===== config.mk =====
export PLATFORM = sky130hd
export DESIGN_NAME = dpram_host
export DESIGN_NICKNAME = d
export VERILOG_FILES = /design/src/dpram_pkg.sv /design/src/dpram_host.sv /design/src/pulse_timer.sv
export SDC_FILE = /design/constraint.sdc
export NUM_CORES = 1
export LEC_CHECK = 0
export ABC_AREA = 0
export ABC_CLOCK_PERIOD_IN_PS = 2050
export BUFFER_PORTS_ARGS = -buffer_cell sky130_fd_sc_hd__buf_2
export CAP_MARGIN = 20
export CORE_ASPECT_RATIO = 0.75
export CORE_MARGIN = 3
export CORE_UTILIZATION = 25
export DETAILED_ROUTE_END_ITERATION = 7
export PLACE_DENSITY_LB_ADDON = 0.12
export SYNTH_ARGS = -nofsm -noshare
export SYNTH_HDL_FRONTEND = slang
export SYNTH_SLANG_ARGS = --single-unit

===== constraint.sdc =====
create_clock -name MCLK -period 2.05 [get_ports MCLK]
set_clock_uncertainty 0.1 [all_clocks]
set_input_delay 0 -clock MCLK [delete_from_list [all_inputs] [get_ports MCLK]]
set_output_delay 0 -clock MCLK [all_outputs]
set_load 0.005 [all_outputs]

===== src/dpram_pkg.sv =====
/*
 * Shared constants for the host-side port controller of an asynchronous
 * dual-port static RAM with semaphore flags.
 * Assumes a 100 MHz controller clock; all pin timing is counted in cycles.
 */
package dpram_pkg;
   localparam int CLK_PERIOD_NS = 10;
   // pin timing figures, nanoseconds, slower grade
   localparam int T_ENABLE_TO_EOW_NS = 15;
   localparam int T_WRITE_PULSE_NS = 15;
   localparam int T_WRITE_HIZ_NS = 10;
   localparam int T_DATA_SETUP_NS = 15;
   localparam int T_ACCESS_NS = 20;
   localparam int T_CYCLE_NS = 20;
   // least times round up
   localparam int ACCESS_CYC = (T_ACCESS_NS + CLK_PERIOD_NS - 1)
      / CLK_PERIOD_NS;
   localparam int HIZ_CYC = (T_WRITE_HIZ_NS + CLK_PERIOD_NS - 1)
      / CLK_PERIOD_NS;
   localparam int SETUP_CYC = (T_DATA_SETUP_NS + CLK_PERIOD_NS - 1)
      / CLK_PERIOD_NS;
   localparam int EOW_CYC = (T_ENABLE_TO_EOW_NS + CLK_PERIOD_NS - 1)
      / CLK_PERIOD_NS;
   localparam int PULSE_CYC = (T_WRITE_PULSE_NS + CLK_PERIOD_NS - 1)
      / CLK_PERIOD_NS;
   localparam int RECOVER_CYC = (T_CYCLE_NS + CLK_PERIOD_NS - 1)
      / CLK_PERIOD_NS;
   // wide pulse when output enable stays low during the write
   localparam int WIDE_CYC = HIZ_CYC + SETUP_CYC;
   localparam int FLAG_ADDR_BITS = 3;
   localparam logic [15:0] DATA_RESET = 16'h0000;
   typedef enum logic [2:0] {
      ST_IDLE, ST_SETUP, ST_READ, ST_TURNOFF, ST_WRITE, ST_RECOVER
   } state_t;
endpackage : dpram_pkg


===== src/dpram_host.sv =====
/*
 * Host-side controller for one port of an asynchronous dual-port RAM:
 * array reads and writes with byte selects, semaphore flag set and test.
 * Assumes pin inputs synchronous to MCLK and one request at a time.
 */
// Contract
// - the host holds its array or flag choice steady through each write.
// - address moves only with read/write, enable or both byte selects high.
// - the host drives write data only once device outputs are off.
// - with output enable low in a read/write timed write, widen the pulse.
`timescale 1ns/1ps
module dpram_host #(
   parameter int ADDR_W = 16,
   parameter int DATA_W = 16
) (
   input wire logic MCLK,
   input wire logic ARST_N,
   input wire logic REQ_VALID,
   output logic REQ_READY,
   input wire logic REQ_WRITE,
   input wire logic REQ_FLAG,
   input wire logic [ADDR_W-1:0] REQ_ADDR,
   input wire logic [DATA_W-1:0] REQ_WDATA,
   input wire logic [1:0] REQ_BYTE_N,
   output logic RSP_VALID,
   output logic [DATA_W-1:0] RSP_RDATA,
   output logic [ADDR_W-1:0] ADDR,
   output logic CHIP_EN_N,
   output logic FLAG_SELECT_N,
   output logic RW_N,
   output logic OUT_EN_N,
   output logic UPPER_BYTE_SEL_N,
   output logic LOWER_BYTE_SEL_N,
   input wire logic [DATA_W-1:0] DATA_I,
   output logic [DATA_W-1:0] DATA_O,
   output logic DATA_OE
);
   // refuse widths that the flag and byte lane logic cannot serve
   if (DATA_W != 16 || ADDR_W < dpram_pkg::FLAG_ADDR_BITS) begin : g_bad_w
      $error("dpram_host: unsupported width");
   end

   ////////////////////////////////////////////////////////////////////////
   dpram_pkg::state_t state_q;
   dpram_pkg::state_t state_d;
   logic write_q;
   logic flag_q;
   logic [ADDR_W-1:0] addr_q;
   logic [DATA_W-1:0] wdata_q;
   logic [1:0] byte_n_q;
   logic ce_n_q;
   logic sem_n_q;
   logic rw_n_q;
   logic oe_n_q;
   logic ub_n_q;
   logic lb_n_q;
   logic data_oe_q;
   logic rsp_valid_q;
   logic [DATA_W-1:0] rdata_q;
   logic t_load;
   logic [3:0] t_value;
   logic t_done;

   function automatic logic [3:0] cyc(input int n);
      cyc = 4'(n);
   endfunction : cyc

   pulse_timer #(.WIDTH(4)) u_timer (
      .MCLK(MCLK),
      .ARST_N(ARST_N),
      .load(t_load),
      .value(t_value),
      .done(t_done)
   );

   ////////////////////////////////////////////////////////////////////////
   // sequencing: every phase after setup has a minimum length from the timer
   wire take = (state_q == dpram_pkg::ST_IDLE) && REQ_VALID;
   assign REQ_READY = (state_q == dpram_pkg::ST_IDLE);
   // output enable stays high in writes, so the plain pulse suffices
   wire [3:0] wr_cycles = (dpram_pkg::PULSE_CYC > dpram_pkg::EOW_CYC) ?
      cyc(dpram_pkg::PULSE_CYC) : cyc(dpram_pkg::EOW_CYC);

   always_comb begin
      state_d = state_q;
      t_load = 1'b0;
      t_value = 4'h0;
      case (state_q)
         dpram_pkg::ST_IDLE: begin
            if (REQ_VALID) begin
               state_d = dpram_pkg::ST_SETUP;
            end
         end
         dpram_pkg::ST_SETUP: begin
            // address settles while all strobes are high
            state_d = write_q ? dpram_pkg::ST_TURNOFF : dpram_pkg::ST_READ;
            t_load = 1'b1;
            t_value = write_q ? cyc(dpram_pkg::HIZ_CYC)
               : cyc(dpram_pkg::ACCESS_CYC);
         end
         dpram_pkg::ST_READ: begin
            if (t_done) begin
               state_d = dpram_pkg::ST_RECOVER;
               t_load = 1'b1;
               t_value = cyc(1);
            end
         end
         dpram_pkg::ST_TURNOFF: begin
            // data bus stays released until device drivers are off
            if (t_done) begin
               state_d = dpram_pkg::ST_WRITE;
               t_load = 1'b1;
               t_value = wr_cycles;
            end
         end
         dpram_pkg::ST_WRITE: begin
            if (t_done) begin
               state_d = dpram_pkg::ST_RECOVER;
               t_load = 1'b1;
               t_value = cyc(1);
            end
         end
         dpram_pkg::ST_RECOVER: begin
            if (t_done) begin
               state_d = dpram_pkg::ST_IDLE;
            end
         end
         default: state_d = dpram_pkg::ST_IDLE;
      endcase
   end

   ////////////////////////////////////////////////////////////////////////
   // pin levels decoded from the next state
   wire active_d = (state_d != dpram_pkg::ST_IDLE)
      && (state_d != dpram_pkg::ST_SETUP)
      && (state_d != dpram_pkg::ST_RECOVER);
   // enable falls together with read/write, so outputs stay off
   wire wr_d = (state_d == dpram_pkg::ST_TURNOFF)
      || (state_d == dpram_pkg::ST_WRITE);
   // the selection stays fixed for the whole active phase
   wire ce_n_d = !(active_d && !flag_q);
   wire sem_n_d = !(active_d && flag_q);
   // flag accesses keep both byte selects high; array uses request bytes
   wire ub_n_d = flag_q ? 1'b1 : (active_d ? byte_n_q[1] : 1'b1);
   wire lb_n_d = flag_q ? 1'b1 : (active_d ? byte_n_q[0] : 1'b1);
   // read/write rises on the same edge as every enable to end the write
   wire rw_n_d = !wr_d;
   wire oe_n_d = !(active_d && !write_q);
   wire data_oe_d = (state_d == dpram_pkg::ST_WRITE);
   wire done_read = (state_q == dpram_pkg::ST_READ) && t_done;

   // request capture; address only changes in idle, strobes all high
   always_ff @(posedge MCLK or negedge ARST_N) begin
      if (!ARST_N) begin
         write_q <= 1'b0;
         flag_q <= 1'b0;
         addr_q <= '0;
         wdata_q <= dpram_pkg::DATA_RESET;
         byte_n_q <= 2'h3;
      end else if (take) begin
         write_q <= REQ_WRITE;
         flag_q <= REQ_FLAG;
         addr_q <= REQ_ADDR;
         // flag write carries its value on bit zero
         wdata_q <= REQ_FLAG ? {{(DATA_W-1){1'b0}}, REQ_WDATA[0]} : REQ_WDATA;
         byte_n_q <= REQ_BYTE_N;
      end
   end

   // pin registers
   always_ff @(posedge MCLK or negedge ARST_N) begin
      if (!ARST_N) begin
         state_q <= dpram_pkg::ST_IDLE;
         ce_n_q <= 1'b1;
         sem_n_q <= 1'b1;
         rw_n_q <= 1'b1;
         oe_n_q <= 1'b1;
         ub_n_q <= 1'b1;
         lb_n_q <= 1'b1;
         data_oe_q <= 1'b0;
      end else begin
         state_q <= state_d;
         ce_n_q <= ce_n_d;
         sem_n_q <= sem_n_d;
         rw_n_q <= rw_n_d;
         oe_n_q <= oe_n_d;
         ub_n_q <= ub_n_d;
         lb_n_q <= lb_n_d;
         data_oe_q <= data_oe_d;
      end
   end

   // read capture; a flag read keeps only bit zero, all lines carry it
   always_ff @(posedge MCLK or negedge ARST_N) begin
      if (!ARST_N) begin
         rdata_q <= dpram_pkg::DATA_RESET;
         rsp_valid_q <= 1'b0;
      end else begin
         rsp_valid_q <= done_read;
         if (done_read) begin
            rdata_q <= flag_q ? {{(DATA_W-1){1'b0}}, DATA_I[0]} : DATA_I;
         end
      end
   end

   ////////////////////////////////////////////////////////////////////////
   // busy is not watched: reads of a word not being written elsewhere
   // are valid after access time alone
   assign ADDR = addr_q;
   assign CHIP_EN_N = ce_n_q;
   assign FLAG_SELECT_N = sem_n_q;
   assign RW_N = rw_n_q;
   assign OUT_EN_N = oe_n_q;
   assign UPPER_BYTE_SEL_N = ub_n_q;
   assign LOWER_BYTE_SEL_N = lb_n_q;
   assign DATA_O = wdata_q;
   assign DATA_OE = data_oe_q;
   assign RSP_VALID = rsp_valid_q;
   assign RSP_RDATA = rdata_q;

   ////////////////////////////////////////////////////////////////////////
   AST_WRITE_DATA_LATE: assert property (@(posedge MCLK) disable iff (!ARST_N)
      $rose(DATA_OE) |-> !$past(RW_N, 1) && $past(OUT_EN_N, 1))
      else $error("write data driven before turn-off phase");
   AST_ADDR_STABLE: assert property (@(posedge MCLK) disable iff (!ARST_N)
      !$stable(ADDR) |-> (RW_N && CHIP_EN_N && FLAG_SELECT_N))
      else $error("address moved with strobes active");
   AST_SELECT_HELD: assert property (@(posedge MCLK) disable iff (!ARST_N)
      (!RW_N && !$past(RW_N, 1)) |-> $stable(CHIP_EN_N)
      && $stable(FLAG_SELECT_N))
      else $error("selection changed during write");
   AST_ONE_TARGET: assert property (@(posedge MCLK) disable iff (!ARST_N)
      !(!CHIP_EN_N && !FLAG_SELECT_N))
      else $error("array and flags selected together");
   AST_OE_OFF_IN_WRITE: assert property (@(posedge MCLK)
      disable iff (!ARST_N) !RW_N |-> OUT_EN_N)
      else $error("output enable low in write");
   AST_WRITE_PULSE: assert property (@(posedge MCLK) disable iff (!ARST_N)
      $fell(DATA_OE) |-> $past(DATA_OE, 2))
      else $error("write pulse too short");
   AST_FLAG_BYTES: assert property (@(posedge MCLK) disable iff (!ARST_N)
      !FLAG_SELECT_N |-> UPPER_BYTE_SEL_N && LOWER_BYTE_SEL_N)
      else $error("byte select low during flag access");
   AST_READ_ANSWER: assert property (@(posedge MCLK) disable iff (!ARST_N)
      ($fell(OUT_EN_N)) |-> ##3 RSP_VALID)
      else $error("read answer not on time");
   AST_STROBES_TOGETHER: assert property (@(posedge MCLK)
      disable iff (!ARST_N)
      $fell(RW_N) |-> (!CHIP_EN_N || !FLAG_SELECT_N)
      && $past(CHIP_EN_N, 1) && $past(FLAG_SELECT_N, 1))
      else $error("enable fell before read/write");
endmodule : dpram_host


===== src/pulse_timer.sv =====
/*
 * Down counter that times each phase of a pin cycle after setup.
 * Assumes load and value are held low by the caller outside a phase.
 */
`timescale 1ns/1ps
module pulse_timer #(
   parameter int WIDTH = 4
) (
   input wire logic MCLK,
   input wire logic ARST_N,
   input wire logic load,
   input wire logic [WIDTH-1:0] value,
   output logic done
);
   logic [WIDTH-1:0] cnt_q;
   logic [WIDTH-1:0] cnt_d;

   // a one-bit counter cannot hold the longest phase load, 2 for read and write
   if (WIDTH < 2) begin : g_bad_width
      $error("pulse_timer: width too small");
   end

   // reload wins over counting so back-to-back phases never miss a count
   assign cnt_d = load ? value :
      (cnt_q != '0) ? cnt_q - WIDTH'(1) : cnt_q;
   // done is a pure count test: the caller's load depends on it, and a
   // term in load here would close a combinational loop
   assign done = (cnt_q == '0);

   always_ff @(posedge MCLK or negedge ARST_N) begin
      if (!ARST_N) begin
         cnt_q <= '0;
      end else begin
         cnt_q <= cnt_d;
      end
   end
endmodule : pulse_timer

==> metrics.yaml <==
r2r_slack_ps: 50
cts_root_buffer: "clkbuf_16"
antenna_left: 0
max_slew.worst_pin.slew_ps: 703
final_util_pct: 41.0
end_kind: "register"
drt-initial-drc-count: 101
cts_max_level: 3
setup_violations: 0
finalHoldViolCount: 0
area_growth_pct: 56.9
std_cell_rows: 33
synth_edf_count: 0
holdPathStages: 2
max_freq_mhz: 500
cp-start-kind: "register"
fin_crit_ps: 2000
synth_top_area_share_pct: 50.7
instances_no_fill: 555
clock-sinks: 67
final_nets: 467
first_pass_iters: 4
yosysSeqAreaShare_pct: 57.9
syn-num-nets: 293
final_cell_mix: "buf_2, dfrtp_1, dlygate4sd3_1"
arrival_ps: 2110
fin_crit_sh_pct: 97.6
r2r_start: "u_timer.cnt_q[1]"
async_flop_share_pct: 100
dpl_cell_area_um2: 3710
critPathMaxFanout: 17
top_layer_used: "met4"
final_layout_size_suffix_gt1_share_pct: 47.0
min_from: "REQ_FLAG"
via_per_inst: 4.25
critical_path.cell_chain: "inv_2 -> ha_4 -> or3b_4 -> or3_4 -> buf_12 -> mux2_4"
antenna_found_initial: 0
drcViolationCount: 0
synth_largest_area_cell: "dfrtp_1"
grt_overflow: 0
status: "finished, final reports clean"
first_global_vias: 2406
pin_count: 112
cpMaxStageDelayCell: "dfrtp_1"
syn_area_per_cell_um2: 12.3
start_util_pct: 26.1
wl_mm: 7.03
required_ps: 2160
r2r-end: "RSP_RDATA[11]"
die_w_um: 131
rsz0062_at_grt: "true"
die_h_um: 99.5
postSynthCellCount: 236
vias: 2358
grt_max_degree: 52
synth.ff_latch_count: 67
dp_hpwl_mm: 4.80
netlist_top_cells_area: "dfrtp_1, mux2_2, dfstp_2"
wl_per_cell_um: 12.7
cts_made_buffers: 9
design_area_um2: 4570
port_buffers: 111
cts_tree: "done"
grt_pass1_wl_mm: 11.5
clkTransAtPathRegs_ps: 60
clockBufferDepth: 2
maxCapViolCount: 0
place_congestion: 0.735
mostFrequentLayoutCell: "buf_2"
holdPathEnd: "flag_q"
crit_type: "register to register"
synth.yosys.warnings: 0
clock_latency_ps: 330
power_density_nw_per_um2: 1400
synth_ff_type: "dfrtp_1"
core_area_um2: 11100
grtUsageTotal_pct: 11.3
diodes: 0
die_area_um2: 13000
min_path_type: "primary input to register"
met2_length_mm: 2.91
syn_area_um2: 2910
wl_met3_um: 562
rr_worst_depth: 6
place_inst: 485
vdd_drop_max_mv: 0.432
p_leak_nw: 2.20
max_stage_delay_ps: 380
yosysUniqueCellTypes: 39
maxSlewHeadroom_pct: 53.1
drt-met1-wl_mm: 3.45
slew_violations: 0
[cells in the mapped netlist (2+ instances only)]
| library cell | count |
|---|---|
| buf_2 | 2 |
| mux2_4 | 9 |
| or3b_2 | 2 |
| nor3_1 | 5 |
| clkbuf_1 | 10 |
| xnor2_1 | 4 |
| nand2b_1 | 17 |
| a21oi_1 | 2 |
| mux2_2 | 28 |
| o21bai_1 | 2 |
| nand2_1 | 17 |
| nor2b_1 | 16 |
| dfstp_2 | 8 |
| ha_1 | 2 |
| o21ai_0 | 22 |
| dfrtp_1 | 59 |
| inv_1 | 5 |
| nor2_1 | 5 |
[final cells by class]
class	instances	area, um^2
clock buffer	10	229
inverter	5	18.8
tap	140	175
timing repair buffer	178	1230
fill	1103	6580
clock inverter	6	88.8
sequential	67	1690
multi-input combinational	149	1140
[critical path, delay by kind of cell (launching register included)]
kind,cells,cell delay [ps]
simple gates,2,710
flops,1,380
mux,1,300
buf+inv,2,250
fa+ha+maj,1,140
[stage by stage]
step | hold slack (ps) | total power [mW] | setup WS [ps] | TNS [ps]
6_report | 21.7 | 6.40 | 48.4 | 0
5_1_grt | 41.8 | 6.90 | -6.19 | -18.7
4_1_cts | 11.0 | 6.51 | 20.8 | 0
3_5_place_dp | -55.4 | 4.72 | -12.0 | -78.8
3_3_place_gp | -59.9 | 4.70 | 1.77 | 0
2_1_floorplan | -396 | 3.70 | -61.5 | -554
[worst max-delay path by stage]
stage                startpoint            end  slack, ps
2_1_floorplan  u_timer.cnt_q[0]  RSP_RDATA[10]        -60
3_3_place_gp   u_timer.cnt_q[1]  RSP_RDATA[12]          2
3_5_place_dp   u_timer.cnt_q[1]  RSP_RDATA[11]        -10
4_1_cts        u_timer.cnt_q[1]  RSP_RDATA[11]         20
5_1_grt        u_timer.cnt_q[1]   RSP_RDATA[7]         -6
6_report       u_timer.cnt_q[1]  RSP_RDATA[11]         50
[routing by layer]
layer,vias up,global-route usage [%]
met5,-,0
met4,0,4.03
li1,1153,-
met1,1104,14.9
met3,12,4.29
met2,89,16.8
[what timing repair did]
action	CTS	global route
hold buffers	53	0
gates resized for setup	1	1
setup buffers	0	1
endpoints found under the hold margin	74	0
setup endpoints to repair	9	16
[kinds of logic (layout without fill, tap and decap cells)]
kind of cell / after synthesis / after routing / synth area share, %
AND/OR/NAND/NOR: 71 / 71 / 14.0
adder cells (fa/ha/maj): 2 / 2 / 0.859
multiplexers: 38 / 38 / 15.8
AO/OA/AOI/OAI: 34 / 34 / 6.75
flip-flops: 67 / 67 / 57.9
XOR/XNOR: 4 / 4 / 1.20
buffers and inverters: 20 / 199 / 3.48
[flip-flops by register name (all words and copies together) (netlist names)]
name and cells:
RSP_VALID 1, write_q 1, UPPER_BYTE_SEL_N 1, byte_n_q 2, CHIP_EN_N 1, flag_q 1
OUT_EN_N 1, RSP_RDATA 16, state_q 3, DATA_O 16, DATA_OE 1, LOWER_BYTE_SEL_N 1
u_timer.cnt_q 4, RW_N 1, ADDR 16, FLAG_SELECT_N 1
[power breakdown]
group | internal [mW] | total (mW) | leakage (nW) | switching (mW)
Clock | 1.07 | 1.64 | 0.149 | 0.575
Combinational | 1.35 | 2.39 | 1.23 | 1.04
Sequential | 2.00 | 2.36 | 0.815 | 0.368
(Power assumes the default switching activity.)
